$ cat src/rtl/eisb_map.svh
// Constants of the two-wire slave bit layer: bus codes, counts and timing.
// Assumes inclusion by the package only; the main slave module uses the macros it defines.
`ifndef EISB_MAP_SVH
`define EISB_MAP_SVH

// ---------------------------------------------------------------
// Control byte decoding
// ---------------------------------------------------------------
`define EISB_PREFIX_TOP     3'h5
`define EISB_PREFIX_SPACE  4
`define EISB_DIR_BIT       0
`define EISB_SEL_VARIANT0  3'h0
`define EISB_SEL_VARIANT7  3'h7

// ---------------------------------------------------------------
// Byte framing
// ---------------------------------------------------------------
`define EISB_BYTE_BITS     4'h8
`define EISB_SLOT_END      4'h9
`define EISB_IDLE_BYTE     8'hff

// ---------------------------------------------------------------
// Buffering and timing
// ---------------------------------------------------------------
`define EISB_FIFO_DEPTH    4
`define EISB_CLK_PERIOD_NS 100
`define EISB_MIN_HALF_NS   500
`define EISB_MIN_HALF_CYC  (`EISB_MIN_HALF_NS / `EISB_CLK_PERIOD_NS)
`define EISB_SYNC_LAT_CYC  3

`endif

$ cat src/rtl/eisb_pkg.sv
// Types shared by the two-wire slave bit layer.
// Assumes the constants header sits beside it.
package eisb_pkg;
`include "eisb_map.svh"

   // ---------------------------------------------------------------
   // Slave states
   // ---------------------------------------------------------------
   typedef enum logic [2:0] {
      EISB_IDLE   = 3'b000,
      EISB_CTRL   = 3'b001,
      EISB_WRITE  = 3'b010,
      EISB_READ   = 3'b011,
      EISB_IGNORE = 3'b100
   } eisb_state_t;

   // ---------------------------------------------------------------
   // Carriers
   // ---------------------------------------------------------------
   typedef struct packed {
      logic       first;
      logic [7:0] data;
   } eisb_rx_t;

   typedef struct packed {
      logic busy;
      logic selected;
      logic readMode;
      logic regSpace;
   } eisb_status_t;

endpackage

$ cat src/rtl/eisb_sync.sv
// Two-stage synchroniser for levels arriving from outside the clock domain.
// Assumes idle level high, as for pulled-up bus lines.
`timescale 1ns/1ps
module eisb_sync #(
   parameter int WIDTH = 2
) (
   // Clock and reset
   input  wire logic             clk,
   input  wire logic             rst_n,
   // Levels
   input  wire logic [WIDTH-1:0] async,
   output logic      [WIDTH-1:0] synced
);

   logic [WIDTH-1:0] meta;

   // First stage is read by the second stage only
   always_ff @(posedge clk)
   begin
      if (!rst_n)
      begin
         meta   <= '1;
         synced <= '1;
      end
      else
      begin
         meta   <= async;
         synced <= meta;
      end
   end

endmodule

$ cat src/rtl/eisb_fifo.sv
// Small synchronous FIFO with valid/ready on both sides.
// Assumes one clock; DEPTH is a power of two.
`timescale 1ns/1ps
module eisb_fifo #(
   parameter int WIDTH = 9,
   parameter int DEPTH = 4
) (
   // Clock and reset
   input  wire logic             clk,
   input  wire logic             rst_n,
   // Filling side
   input  wire logic             inValid,
   output logic                  inReady,
   input  wire logic [WIDTH-1:0] inData,
   // Draining side
   output logic                  outValid,
   input  wire logic             outReady,
   output logic      [WIDTH-1:0] outData
);

   localparam int AW = $clog2(DEPTH);

   logic [WIDTH-1:0] mem [DEPTH];
   logic [AW:0]      wrPtr;
   logic [AW:0]      rdPtr;

   assign inReady  = (wrPtr[AW] == rdPtr[AW]) || (wrPtr[AW-1:0] != rdPtr[AW-1:0]);
   assign outValid = (wrPtr != rdPtr);
   assign outData  = mem[rdPtr[AW-1:0]];

   always_ff @(posedge clk)
   begin
      if (inValid && inReady)
      begin
         mem[wrPtr[AW-1:0]] <= inData;
      end
   end

   always_ff @(posedge clk)
   begin
      if (!rst_n)
      begin
         wrPtr <= '0;
         rdPtr <= '0;
      end
      else
      begin
         if (inValid && inReady)
         begin
            wrPtr <= wrPtr + 1'b1;
         end
         if (outValid && outReady)
         begin
            rdPtr <= rdPtr + 1'b1;
         end
      end
   end

endmodule

$ cat src/rtl/eisb_slave.sv
// Bit layer of a two-wire serial memory slave: framing, select and ack.
// Assumes an external master making clock, START and STOP; lines pulled up.
`timescale 1ns/1ps
module eisb_slave
   import eisb_pkg::*;
#(
   parameter logic [2:0] SEL_VALUE = `EISB_SEL_VARIANT0
) (
   // Clock and reset
   input  wire logic         clk,
   input  wire logic         rst_n,
   // Bus pins
   input  wire logic         sclIn,
   input  wire logic         sdaIn,
   output logic              sdaOut,
   output logic              sdaOeN,
   // Received bytes
   output logic              rxValid,
   input  wire logic         rxReady,
   output eisb_rx_t          rxData,
   // Bytes to send
   input  wire logic         txValid,
   input  wire logic [7:0]   txData,
   output logic              txTaken,
   // Status
   output eisb_status_t      status,
   output logic              startPulse,
   output logic              stopPulse
);

   // ---------------------------------------------------------------
   // Sampling and condition detection
   // ---------------------------------------------------------------
   logic        sclS;
   logic        sdaS;
   logic        sclD;
   logic        sdaD;
   logic        sclRise;
   logic        sclFall;
   logic        startEv;
   logic        stopEv;
   eisb_state_t state;
   logic [3:0]  bitCnt;
   logic [7:0]  rxShift;
   logic [7:0]  txShift;
   logic [7:0]  nextTx;
   logic        driveLow;
   logic        txGo;
   logic        firstByte;
   logic        active;
   logic        ctrlMatch;
   logic        ackSlotFall;
   logic        slotEndFall;
   logic        pushReq;
   logic        pushReady;
   eisb_rx_t    pushData;

   function automatic logic decode_ctrl(input logic [7:0] ctrl, input logic [2:0] sel);
      decode_ctrl = (ctrl[7:5] == `EISB_PREFIX_TOP) && (ctrl[3:1] == sel);
   endfunction

   // Clock pin is only sampled; at 1 Mbit/s a half period is
   // EISB_MIN_HALF_CYC cycles, longer than the sampling latency.
   eisb_sync #(
      .WIDTH (2)
   ) u_sync (
      .clk    (clk),
      .rst_n  (rst_n),
      .async  ({sclIn, sdaIn}),
      .synced ({sclS, sdaS})
   );

   always_ff @(posedge clk)
   begin
      if (!rst_n)
      begin
         sclD <= 1'b1;
         sdaD <= 1'b1;
      end
      else
      begin
         sclD <= sclS;
         sdaD <= sdaS;
      end
   end

   assign sclRise = sclS && !sclD;
   assign sclFall = !sclS && sclD;
   assign startEv = sclS && sclD && sdaD && !sdaS;
   assign stopEv  = sclS && sclD && !sdaD && sdaS;
   assign active  = (state == EISB_CTRL) || (state == EISB_WRITE) || (state == EISB_READ);
   assign ctrlMatch   = decode_ctrl(rxShift, SEL_VALUE);
   assign ackSlotFall = sclFall && (bitCnt == `EISB_BYTE_BITS);
   assign slotEndFall = sclFall && (bitCnt == `EISB_SLOT_END);
   assign nextTx      = txValid ? txData : `EISB_IDLE_BYTE;

   // ---------------------------------------------------------------
   // Bit counting and shifting
   // ---------------------------------------------------------------
   // Counter restarts at every byte, so transfers have no length limit
   always_ff @(posedge clk)
   begin
      if (!rst_n)
      begin
         bitCnt <= '0;
      end
      else if (startEv || stopEv)
      begin
         bitCnt <= '0;
      end
      else if (active && sclRise && (bitCnt <= `EISB_BYTE_BITS))
      begin
         bitCnt <= bitCnt + 4'h1;
      end
      else if (slotEndFall)
      begin
         bitCnt <= '0;
      end
   end

   always_ff @(posedge clk)
   begin
      if (!rst_n)
      begin
         rxShift <= '0;
      end
      else if (active && sclRise && (bitCnt < `EISB_BYTE_BITS))
      begin
         rxShift <= {rxShift[6:0], sdaS};
      end
   end

   // ---------------------------------------------------------------
   // Transfer state
   // ---------------------------------------------------------------
   always_ff @(posedge clk)
   begin
      if (!rst_n)
      begin
         state <= EISB_IDLE;
      end
      else if (startEv)
      begin
         state <= EISB_CTRL;
      end
      else if (stopEv)
      begin
         state <= EISB_IDLE;
      end
      else if (ackSlotFall && (state == EISB_CTRL))
      begin
         case (ctrlMatch)
            1'b1:    state <= rxShift[`EISB_DIR_BIT] ? EISB_READ : EISB_WRITE;
            default: state <= EISB_IGNORE;
         endcase
      end
      else if (slotEndFall && (state == EISB_READ) && !txGo)
      begin
         state <= EISB_IGNORE;
      end
   end

   // Master acknowledge after each read byte decides whether to go on
   always_ff @(posedge clk)
   begin
      if (!rst_n || startEv || stopEv)
      begin
         txGo <= 1'b0;
      end
      else if (ackSlotFall && (state == EISB_CTRL))
      begin
         txGo <= ctrlMatch && rxShift[`EISB_DIR_BIT];
      end
      else if ((state == EISB_READ) && sclRise && (bitCnt == `EISB_BYTE_BITS))
      begin
         txGo <= !sdaS;
      end
   end

   always_ff @(posedge clk)
   begin
      if (!rst_n)
      begin
         txShift <= `EISB_IDLE_BYTE;
      end
      else if (slotEndFall && (state == EISB_READ) && txGo)
      begin
         txShift <= nextTx;
      end
      else if (sclFall && (state == EISB_READ) && (bitCnt != 4'h0) && (bitCnt < `EISB_BYTE_BITS))
      begin
         txShift <= {txShift[6:0], 1'b1};
      end
   end

   assign txTaken = slotEndFall && (state == EISB_READ) && txGo && txValid;

   // ---------------------------------------------------------------
   // Data line drive
   // ---------------------------------------------------------------
   // Written on clock falls only, so the line moves while clock is low.
   // A full receive buffer turns the byte's ack into a nack.
   always_ff @(posedge clk)
   begin
      if (!rst_n || startEv || stopEv || !active)
      begin
         driveLow <= 1'b0;
      end
      else if (ackSlotFall)
      begin
         driveLow <= ((state == EISB_CTRL) && ctrlMatch) || (pushReq && pushReady);
      end
      else if (slotEndFall)
      begin
         driveLow <= (state == EISB_READ) && txGo && !nextTx[7];
      end
      else if (sclFall && (state == EISB_READ) && (bitCnt != 4'h0))
      begin
         driveLow <= !txShift[6];
      end
      else if (sclFall)
      begin
         driveLow <= 1'b0;
      end
   end

   always_ff @(posedge clk)
   begin
      sdaOut <= 1'b0;
   end

   assign sdaOeN = !driveLow;

   // ---------------------------------------------------------------
   // Receive buffer
   // ---------------------------------------------------------------
   assign pushReq  = ackSlotFall && (state == EISB_WRITE);
   assign pushData = '{first: firstByte, data: rxShift};

   always_ff @(posedge clk)
   begin
      if (!rst_n || startEv)
      begin
         firstByte <= 1'b1;
      end
      else if (pushReq && pushReady)
      begin
         firstByte <= 1'b0;
      end
   end

   eisb_fifo #(
      .WIDTH ($bits(eisb_rx_t)),
      .DEPTH (`EISB_FIFO_DEPTH)
   ) u_fifo (
      .clk      (clk),
      .rst_n    (rst_n),
      .inValid  (pushReq),
      .inReady  (pushReady),
      .inData   (pushData),
      .outValid (rxValid),
      .outReady (rxReady),
      .outData  (rxData)
   );

   // ---------------------------------------------------------------
   // Status
   // ---------------------------------------------------------------
   always_ff @(posedge clk)
   begin
      if (!rst_n || stopEv)
      begin
         status <= '0;
      end
      else if (startEv)
      begin
         status <= '{busy: 1'b1, selected: 1'b0, readMode: 1'b0, regSpace: 1'b0};
      end
      else if (ackSlotFall && (state == EISB_CTRL) && ctrlMatch)
      begin
         status.selected <= 1'b1;
         status.readMode <= rxShift[`EISB_DIR_BIT];
         status.regSpace <= rxShift[`EISB_PREFIX_SPACE];
      end
   end

   always_ff @(posedge clk)
   begin
      if (!rst_n)
      begin
         startPulse <= 1'b0;
         stopPulse  <= 1'b0;
      end
      else
      begin
         startPulse <= startEv;
         stopPulse  <= stopEv;
      end
   end

   // ---------------------------------------------------------------
   // Checks
   // ---------------------------------------------------------------
   AST_START_BEGINS: assert property (@(posedge clk) disable iff (!rst_n)
      startEv |=> (state == EISB_CTRL) && status.busy && (bitCnt == 4'h0))
      else $error("START did not begin a transfer");

   AST_STOP_FREES: assert property (@(posedge clk) disable iff (!rst_n)
      stopEv |=> !status.busy && (state == EISB_IDLE) && sdaOeN)
      else $error("STOP did not free the bus");

   AST_BUSY_HOLDS: assert property (@(posedge clk) disable iff (!rst_n)
      (status.busy && !stopEv) |=> status.busy)
      else $error("Bus went free without STOP");

   AST_NEVER_HIGH: assert property (@(posedge clk) disable iff (!rst_n)
      !sdaOeN |-> !sdaOut)
      else $error("Data line driven high");

   AST_IDLE_RELEASED: assert property (@(posedge clk) disable iff (!rst_n)
      ((state == EISB_IDLE) || (state == EISB_IGNORE)) ##1
      ((state == EISB_IDLE) || (state == EISB_IGNORE)) |-> sdaOeN)
      else $error("Data line held while idle or ignoring");

   AST_ACK_MATCH: assert property (@(posedge clk) disable iff (!rst_n)
      (ackSlotFall && (state == EISB_CTRL) && decode_ctrl(rxShift, SEL_VALUE))
      |=> !sdaOeN && status.selected)
      else $error("Matched control byte not acknowledged");

   AST_NO_MATCH: assert property (@(posedge clk) disable iff (!rst_n)
      (ackSlotFall && (state == EISB_CTRL) && !decode_ctrl(rxShift, SEL_VALUE))
      |=> (state == EISB_IGNORE) && sdaOeN && !status.selected)
      else $error("Unmatched control byte selected the device");

   AST_DIRECTION: assert property (@(posedge clk) disable iff (!rst_n)
      (ackSlotFall && (state == EISB_CTRL) && ctrlMatch)
      |=> status.readMode == $past(rxShift[0]))
      else $error("Direction bit not taken");

   AST_NINE_CLOCKS: assert property (@(posedge clk) disable iff (!rst_n)
      (active && sclRise && (bitCnt == `EISB_BYTE_BITS) && !startEv && !stopEv)
      |=> bitCnt == `EISB_SLOT_END)
      else $error("Ack slot not the ninth clock");

   AST_MSB_FIRST: assert property (@(posedge clk) disable iff (!rst_n)
      (active && sclRise && (bitCnt < `EISB_BYTE_BITS))
      |=> rxShift[0] == $past(sdaS) && rxShift[7:1] == $past(rxShift[6:0]))
      else $error("Bit not shifted in behind earlier bits");

   AST_MOVE_LOW_CLOCK: assert property (@(posedge clk) disable iff (!rst_n)
      ($changed(sdaOeN) && $past(status.busy) && !$past(startEv) && !$past(stopEv))
      |-> !$past(sclS))
      else $error("Data line moved while clock high");

endmodule

$ cat config.mk
export PLATFORM = sky130hd
export DESIGN_NAME = eisb_slave
export DESIGN_NICKNAME = d
export VERILOG_FILES = /design/src/rtl/eisb_pkg.sv /design/src/rtl/eisb_sync.sv /design/src/rtl/eisb_fifo.sv /design/src/rtl/eisb_slave.sv
export VERILOG_INCLUDE_DIRS = /design/src /design/src/rtl
export SDC_FILE = /design/constraint.sdc
export NUM_CORES = 1
export LEC_CHECK = 0
export ABC_AREA = 1
export BUFFER_PORTS_ARGS = -buffer_cell sky130_fd_sc_hd__buf_2
export CAP_MARGIN = 20
export CELL_PAD_IN_SITES_DETAIL_PLACEMENT = 1
export CELL_PAD_IN_SITES_GLOBAL_PLACEMENT = 2
export CORE_MARGIN = 4
export CORE_UTILIZATION = 39
export DETAILED_ROUTE_END_ITERATION = 16
export PLACE_DENSITY = 0.85
export SYNTH_ARGS = -nofsm -noshare
export SYNTH_HDL_FRONTEND = slang
export SYNTH_SLANG_ARGS = --single-unit
$ cat constraint.sdc
create_clock -name clk -period 2.95 [get_ports clk]
set_input_delay 0.59 -clock clk [delete_from_list [all_inputs] [get_ports clk]]
set_output_delay 0.59 -clock clk [all_outputs]
set_load 0.02 [all_outputs]
Word level (Yosys, flattened, before mapping):

Memories as Yosys holds them, arrays and structs flattened. A register that Yosys moved wholly into a read port is not among the register bits.
Index checks and enable logic that the tools add are counted.

* flip-flop bits (word level): 43
* bits in writable memories: 36
* output and inout port bits: 19
* memories kept: 1

Memories
* u_fifo.mem: words 4, bits a word 9, read ports 1, clocked after Yosys merged registers in 1, write ports 1, line eisb_fifo.sv:23 `logic [WIDTH-1:0] mem [DEPTH];`

* add/sub/neg operators: 3
* magnitude comparators: 2
* eq/ne operators: 9
* muxes and demuxes: 21
* bitwise logic cells: 1
* reduce and logical (&&, ||, !) cells: 61

Operators with widths (number)
* logical AND 1 bit: 31
* two-way mux 7 bit: 2
* nonzero test 4 bit: 3
* two-way mux 1 bit: 11
* logical NOT 1 bit: 10
* logical OR 1 bit: 9
* two-way mux 3 bit: 3
* equality test 4 bit, second input constant: 2
* two-way mux 4 bit: 2
* two-way mux 8 bit: 1
* nonzero test 2 bit: 4
* adder 3 x 1 -> 3 bit, second input constant: 2
* equality test 3 x 2 -> 1 bit, second input constant: 2
* adder 4 x 1 -> 4 bit, second input constant: 1
* <= comparator 4 bit, second input constant: 1
* < comparator 4 bit, second input constant: 1
* two-way mux 2 bit: 2
* OR reduction 2 bit: 2
* equality test 3 x 1 -> 1 bit, second input constant: 1
* equality test 3 bit, second input constant: 1
* logical NOT 3 bit: 1
* inequality test 3 bit: 1
* OR reduction 3 bit: 1
* inequality test 2 bit: 1
* other kinds (2): 2

Longest topological paths before layout:

Gate-level depths: netlist (run 1).

* depth after elaboration: 9
* depth in mapped cells: 10

Cells and area by module:

Synthesis (run 1) repeated with hierarchy kept, for this count alone.

* cells, all modules: 402
* area total of the unflattened synthesis: 3569.7 um2

Modules (own cells, without submodules)
* eisb_fifo: times used 1, cells an instance 158, area each 1829.3 um2
* eisb_slave: times used 1, cells an instance 232, area each 1630.3 um2
* eisb_sync: times used 1, cells an instance 12, area each 110.1 um2

Worst setup path after synthesis (run 1):

Ideal clock, no wire load.

* path kind: flip-flop to output port
* start: reg bitCnt[0]
* end: out txTaken
* arrival: 1360 ps
* required time: 2360 ps
* path slack: 1000 ps
* stages on the path, launching flop included: 7
* buffers on the path: 1
* path through: dfxtp_1 ha_1 nand3_1 nor2_4 nand3_2 buf_2 nor2_1

* word-level cells in the longest chain between the ends: 5

RTL lines
* from (decl): line eisb_slave.sv:43 `logic [3:0] bitCnt;`
* from (signal assigned): line eisb_slave.sv:113 `bitCnt <= bitCnt + 4'h1;`
* equality test 4 bit (no source line)
* logical AND 1 bit: line eisb_slave.sv:94 `` assign slotEndFall = sclFall && (bitCnt == `EISB_SLOT_END); ``
* logical AND 1 bit (3 in series): line eisb_slave.sv:196 `assign txTaken = slotEndFall && (state == EISB_READ) && txGo && txValid;`
* to (decl): line eisb_slave.sv:24 `output logic txTaken,`

Every way passes these cells.

Worst setup path in the final report (run 1):

Same ends and word-level chain as after synthesis.

==> results by group, run 1 <==
Timing
  – Tcrit/Tclk final: 0.812
  – RSZ-0062 raised after global routing: false
  – Max Freq: 0.418 GHz
  – Relative slew margins: 0.629
  – Skew final: 0.0101 ns
  – Slew Viols, Final: 0
  – Setup TNS Final: 0 ns
  – Final Hold Violating Endpoints: 0
  – Final setup violation count: 0
  – Fin crit period: 2.39 ns
  – Worst-Margin Slew: 0.555 ns

Final layout
  – Non-filler cells in the finished layout: 532
  – Area grow syn2layout: 16.3%
  – Final cell utilization of the core: 0.473
  – Fraction of layout cells with a size suffix above 1: 0.150
  – Final #Nets: ~440
  – # fillers: 1010
  – ANT cells: 0

Synthesis
  – Most common cell in the synthesized netlist: nand2_1
  – Register area share after synthesis: 0.587
  – Post-Syn Area: 3380 sq um
  – Avg Inst Size Synth: 8.86 sq um
  – Post-synth top area share: 0.320
  – Synth Warn #: 0
  – Post-Syn Instances: between 300 and 400
  – Synth Flop Type: dfxtp_1
  – Yosys reg bits: 81
  – Post-synth EDFFs: 36
  – Cell variety after synth: 26
  – Fraction of registers with async set or reset after synthesis: 0
  – Yosys top cell by area: edfxtp_1
  – Mapped Nets: 403
  – Largest cells by area after synthesis: edfxtp_1, dfxtp_1, nand2_1, nor2_1, o21ai_0
  – Commonest cells post-synth: nand2_1, nor2_1, dfxtp_1, inv_1, edfxtp_1

Pwr
  – Sw power: around 0.55 mW
  – Leakage: 1.63 nW
  – Seq pwr share: 0.504
  – Internal power: roughly 1.8 mW
  – Switching share of power: 0.233
  – Comb power frac: 0.077
  – PD cells: 599 nW/um^2
  – IR drop worst, VDD: 0.288 mV
  – Clk network pwr share: 0.419
  – Overall power: roughly 2.4 mW

Floorplanning
  – Core Footprint: approximately 8300 sq um
  – Row count: 33
  – Initial Utilization: 0.407
  – Chip width: 101 um
  – Die Ht: about 100 um
  – IO Pins: 33
  – Die area: 10200 sq um

Drt
  – Drt pass-1 iters: 4
  – Wire length per cell: 14.0 um
  – Routed WL: 7470 um
  – Initial drt markers: 91
  – Detail Route Antenna Nets: 0
  – Routed vias/inst: 4.82
  – # DRC: 0
  – Vias: 2566

Critical path
  – Crit path largest cell delay: 0.41 ns
  – Crit end category: primary output
  – Critical path cell sequence: ha_1 > nand3_1 > nor2_4 > nand3_2 > nor2_1 > buf_2
  – Crit path buf inv count: 1
  – CP Data Arrival Time: 1.80 ns
  – Critical Path Fanout Max: 15
  – CP required: 2.36 ns
  – CP startpoint kind: flip-flop
  – Critical-path top delay cell: dfxtp_1
  – Delay-heaviest family, CP: simple AND/OR/NAND/NOR gates
  – Setup CP Type: reg2out

Run
  – Max-cap violations: 0

Outcome
  – Status: finished clean

Place
  – Placed cell count: 516
  – Placer Congestion: ~0.78
  – Hpwl dp: around 5400 um
  – Port buffer count: 31

Clock network
  – Htree depth: 3
  – Max Root-Sink Buffers: 2
  – Later-pin clock latency in the skew report: 0.35 ns
  – CTS root buffer: clkbuf_8
  – Resize count post-CTS: 0
  – Inserted Clock Buffers: 9
  – Post-CTS Setup Bufs: 0
  – Count of hold-fix buffers inserted at cts: 0
  – TritonCTS Sinks: 81
  – Reg clk slew, reported paths: 0.09 ns
  – CTS tree: built

GRT
  – Grt total ovfl: 0
  – Vias in the first global route: 2623
  – Total GRT Usage: 0.160
  – Largest net degree at the start of global routing: 23
  – Initial antenna violation count: 0
  – First-pass GRT wire length: 12700 um

Min path
  – HP Class: in2reg
## path summary, 6_finish.rpt
kind                  startpoint  cells past startpoint          endpoint  slack (ns)
setup reg to reg       bitCnt[3]                      7  u_fifo.mem[0][6]        1.09
hold / removal             sdaIn                      2    u_sync.meta[0]        0.42
hold reg to reg   u_sync.meta[0]                      1  u_sync.synced[0]        0.43
setup / recovery       bitCnt[0]                      6           txTaken        0.56
## final cells by class
class | instances | area, sq um | area share
clock buffers | 9 | 124 | 0.0315
repair buffers | 37 | 200 | 0.0510
inverters | 46 | 173 | 0.0440
flip-flops and latches | 81 | 1980 | 0.505
multi-input cells | 247 | 1190 | 0.303
well taps | 105 | 131 | 0.0335
clock inverters | 7 | 126 | 0.0322
## metal layers
metal | GRT usage | wire length (um)
met4 | 0.0460 | 74
met3 | 0.0381 | 355
met2 | 0.275 | 3750
met5 | 0 | 0
met1 | 0.198 | 3280
## sequential cells by signal (all words and copies together) (netlist names), 2 cells and up, named ones only
register,count
state,3
u_fifo.rdPtr,3
txShift,7
status,4
u_fifo.wrPtr,3
bitCnt,4
u_sync.synced,2
u_fifo.mem,36
u_sync.meta,2
rxShift,8
## cell usage in the layout (no fill, tap or decap)
master      count
nand3_2         1
o21ai_1         7
buf_4           6
nand2_1        65
inv_8           1
xnor2_1         2
inv_1          45
dfxtp_1        45
inv_6           1
nor2_1         60
clkinvlp_4      1
xor2_1          1
ha_1            8
o21a_1          1
a21oi_1        19
clkinv_4        1
conb_1          1
o22ai_1         9
buf_2          31
nand2_2         2
o211ai_1        2
bufinv_16       3
clkinv_1        1
nor2_4          1
nor2_2          3
clkbuf_8        9
or2_2           4
nand3_1        22
o21ai_0        34
nor3_1          5
edfxtp_1       36
## kinds of logic after synthesis
logic type | count (synthesis) | share of synthesized area
adders and majority gates | 8 | 0.0296
other | 1 | 0.00111
and+or+nand+nor | 163 | 0.202
buffers and inverters | 53 | 0.0604
xor gates and xnor gates | 3 | 0.00778
DFF | 81 | 0.587
AOI/OAI and AO/OA | 72 | 0.112
## metrics by stage
stage / setup WS [ns] / instance area [sq um] / hold slack [ns]
2_1_floorplan: 1.00 / 3380 / 0.393
3_3_place_gp: 0.843 / 3680 / 0.401
3_5_place_dp: 0.871 / 3680 / 0.406
4_1_cts: 0.509 / 3930 / 0.397
5_1_grt: 0.368 / 3930 / 0.405
6_report: 0.556 / 3930 / 0.418
## worst reg2reg max path: stages (launching register included)
cell     delay [ns]
dfxtp_1        0.46
inv_1          0.14
nor2_1         0.11
nand3_1        0.08
nor2_1         0.21
nand2_2        0.19
nor2_1         0.15
buf_4          0.22
## power by group through the flow
stage          Combinational [mW]  Sequential [mW]  Clock [mW]
2_1_floorplan               0.122             1.21           0
3_3_place_gp                0.180             1.21           0
3_5_place_dp                0.185             1.21           0
4_1_cts                     0.185             1.19        1.02
5_1_grt                     0.204             1.19        1.07
6_report                    0.181             1.19       0.986
Power figures use the tool's default switching activity.
==> run 2, diff against run 1 <==
- CORE_UTILIZATION: 39 -> 36
- PLACE_DENSITY: 0.85 -> 0.79
- clock period: 2.95 -> 2.4 ns (I/O delays scaled with it)
==> results by group, run 2 (synthesis gave the netlist of run 1 again) <==
Outcome
  – Status: finished clean

Critical path
  – Crit end category: primary output
  – R2R cell count: 10
  – CP required: 1.92 ns
  – Worst reg2reg path endpoint: state[0]
  – RR Startpoint: bitCnt[0]
  – R2R setup slack: 0.63 ns
  – Critical Path Fanout Max: 5
  – Setup CP Type: reg2out
  – CP startpoint kind: flip-flop
  – CP Data Arrival Time: 1.58 ns
  – Worst setup path start: bitCnt[0]

Drt
  – # DRC: 0
  – Routed WL: approximately 7600 um
  – Vias: 2602
  – Wire length per cell: 14.0 um
  – Initial drt markers: about 60
  – Drt pass-1 iters: 4
  – Detail Route Antenna Nets: 0
  – Routed vias/inst: 4.83

Clock network
  – Resize count post-CTS: 0
  – Htree depth: 3
  – CTS tree: built
  – Count of hold-fix buffers inserted at cts: 0
  – Max Root-Sink Buffers: 2
  – CTS root buffer: clkbuf_8
  – Reg clk slew, reported paths: 0.09 ns
  – Inserted Clock Buffers: 9
  – TritonCTS Sinks: between 80 and 90
  – Post-CTS Setup Bufs: 0
  – Later-pin clock latency in the skew report: 0.35 ns

Pwr
  – Clk network pwr share: 0.380
  – IR drop worst, VDD: 0.293 mV
  – Leakage: 1.62 nW
  – Comb power frac: 0.083
  – Seq pwr share: 0.538
  – Sw power: between 0.6 and 0.7 mW
  – PD cells: 697 nW/um^2
  – Switching share of power: 0.257
  – Internal power: around 2.0 mW

Timing
  – Final Hold Violating Endpoints: 0
  – Skew final: 0.0109 ns
  – Setup TNS Final: 0 ns
  – Tcrit/Tclk final: 0.857
  – RSZ-0062 raised after global routing: false
  – Final setup violation count: 0
  – Slew Viols, Final: 0
  – Max Freq: 0.486 GHz
  – Relative slew margins: 0.631
  – Fin crit period: between 2 and 2.5 ns
  – Fin Hold WS: 0.314 ns
  – Worst-Margin Slew: between 0.5 and 0.6 ns

Final layout
  – Post-route cell area: 3900 sq um
  – Fraction of layout cells with a size suffix above 1: 0.152
  – Commonest non-fill, non-tap cell in the layout: nand2_1
  – ANT cells: 0
  – Max reg flops: 36
  – Final cell utilization of the core: 0.424
  – Final #Nets: 445
  – Most frequent cells in the layout: nand2_1, nor2_1, inv_1, dfxtp_1, edfxtp_1
  – Area grow syn2layout: 15.5%
  – # fillers: 1092

Place
  – Placer Congestion: 0.764
  – Area after DPL: 3690 sq um
  – Port buffer count: 31
  – Hpwl dp: 5550 um

Floorplanning
  – Row count: 35
  – Initial Utilization: 0.367
  – Die area: 11000 sq um
  – IO Pins: 33
  – Die Ht: around 100 um
  – Core Footprint: 9200 sq um
  – Chip width: 105 um

Min path
  – Worst hold start: sdaIn
  – Min-Delay Path Depth: 2
  – HP Class: in2reg
  – Hold EP: u_sync.meta[0]

GRT
  – Total GRT Usage: 0.148
  – Vias in the first global route: 2756
  – Largest net degree at the start of global routing: 23
  – First-pass GRT wire length: approximately 13000 um
  – Grt total ovfl: 0
  – Initial antenna violation count: 0

Run
  – Max-cap violations: 0
[run 2: changes by cell type in the layout (fill, tap and decap cells not counted), sizes merged]
cell    before  now
buf         37   38
bufinv       3    1
inv         47   50
clkinv       2    1
[run 2: worst max-delay path by stage]
stage / depth (start not counted) / endpoint / slack, ns
after global placement: 7 / bitCnt[1] / 0.57
after detailed placement: 7 / bitCnt[1] / 0.49
after CTS: 6 / txTaken / 0.29
after floorplan: 6 / txTaken / 0.56
final: 6 / txTaken / 0.34
after global routing: 4 / rxData[4] / 0.15
[run 2: critical path, stage by stage, from the launching register on]
cell and delay [ns]:
dfxtp_1 0.41, ha_1 0.18, nand3_1 0.12, nor2_4 0.16, nand3_2 0.10, nor2_1 0.09
buf_2 0.17
[run 2: metrics by stage]
| step | setup slack, ns | std cells | power (mW) |
|---|---|---|---|
| after global placement | 0.573 | 523 | 1.72 |
| after detailed placement | 0.491 | 523 | 1.72 |
| final | 0.344 | 539 | 2.72 |
| after floorplan | 0.560 | 381 | 1.64 |
| after CTS | 0.290 | 539 | 2.77 |
| after global routing | 0.154 | 539 | 2.85 |
[run 2: layer usage]
| metal | wire [um] | part of all wire | global-route usage | up-vias |
|---|---|---|---|---|
| li1 | - | - | - | 1338 |
| met1 | 3420 | 0.45 | 0.178 | 1220 |
| met2 | 3810 | 0.50 | 0.262 | 35 |
| met3 | 222 | 0.029 | 0.0296 | 9 |
| met4 | 96 | 0.013 | 0.0506 | 0 |
| met5 | 0 | 0 | 0 | - |
[run 2: power groups by stage]
| stage | logic, mW | clock network (mW) | registers, mW |
|---|---|---|---|
| floorplan | 0.150 | 0 | 1.49 |
| global placement | 0.224 | 0 | 1.49 |
| detailed placement | 0.230 | 0 | 1.49 |
| CTS | 0.230 | 1.08 | 1.46 |
| global route | 0.252 | 1.14 | 1.46 |
| finish | 0.225 | 1.03 | 1.46 |
[run 2: layout make-up]
cell class,instances,area (sq um),area share
sequential,81,1980,0.508
inverter,46,173,0.0443
clock buffer,9,124,0.0318
timing repair buffer,38,208,0.0533
clock inverter,7,83.8,0.0215
multi-input combinational,247,1190,0.305
tap,111,139,0.0356
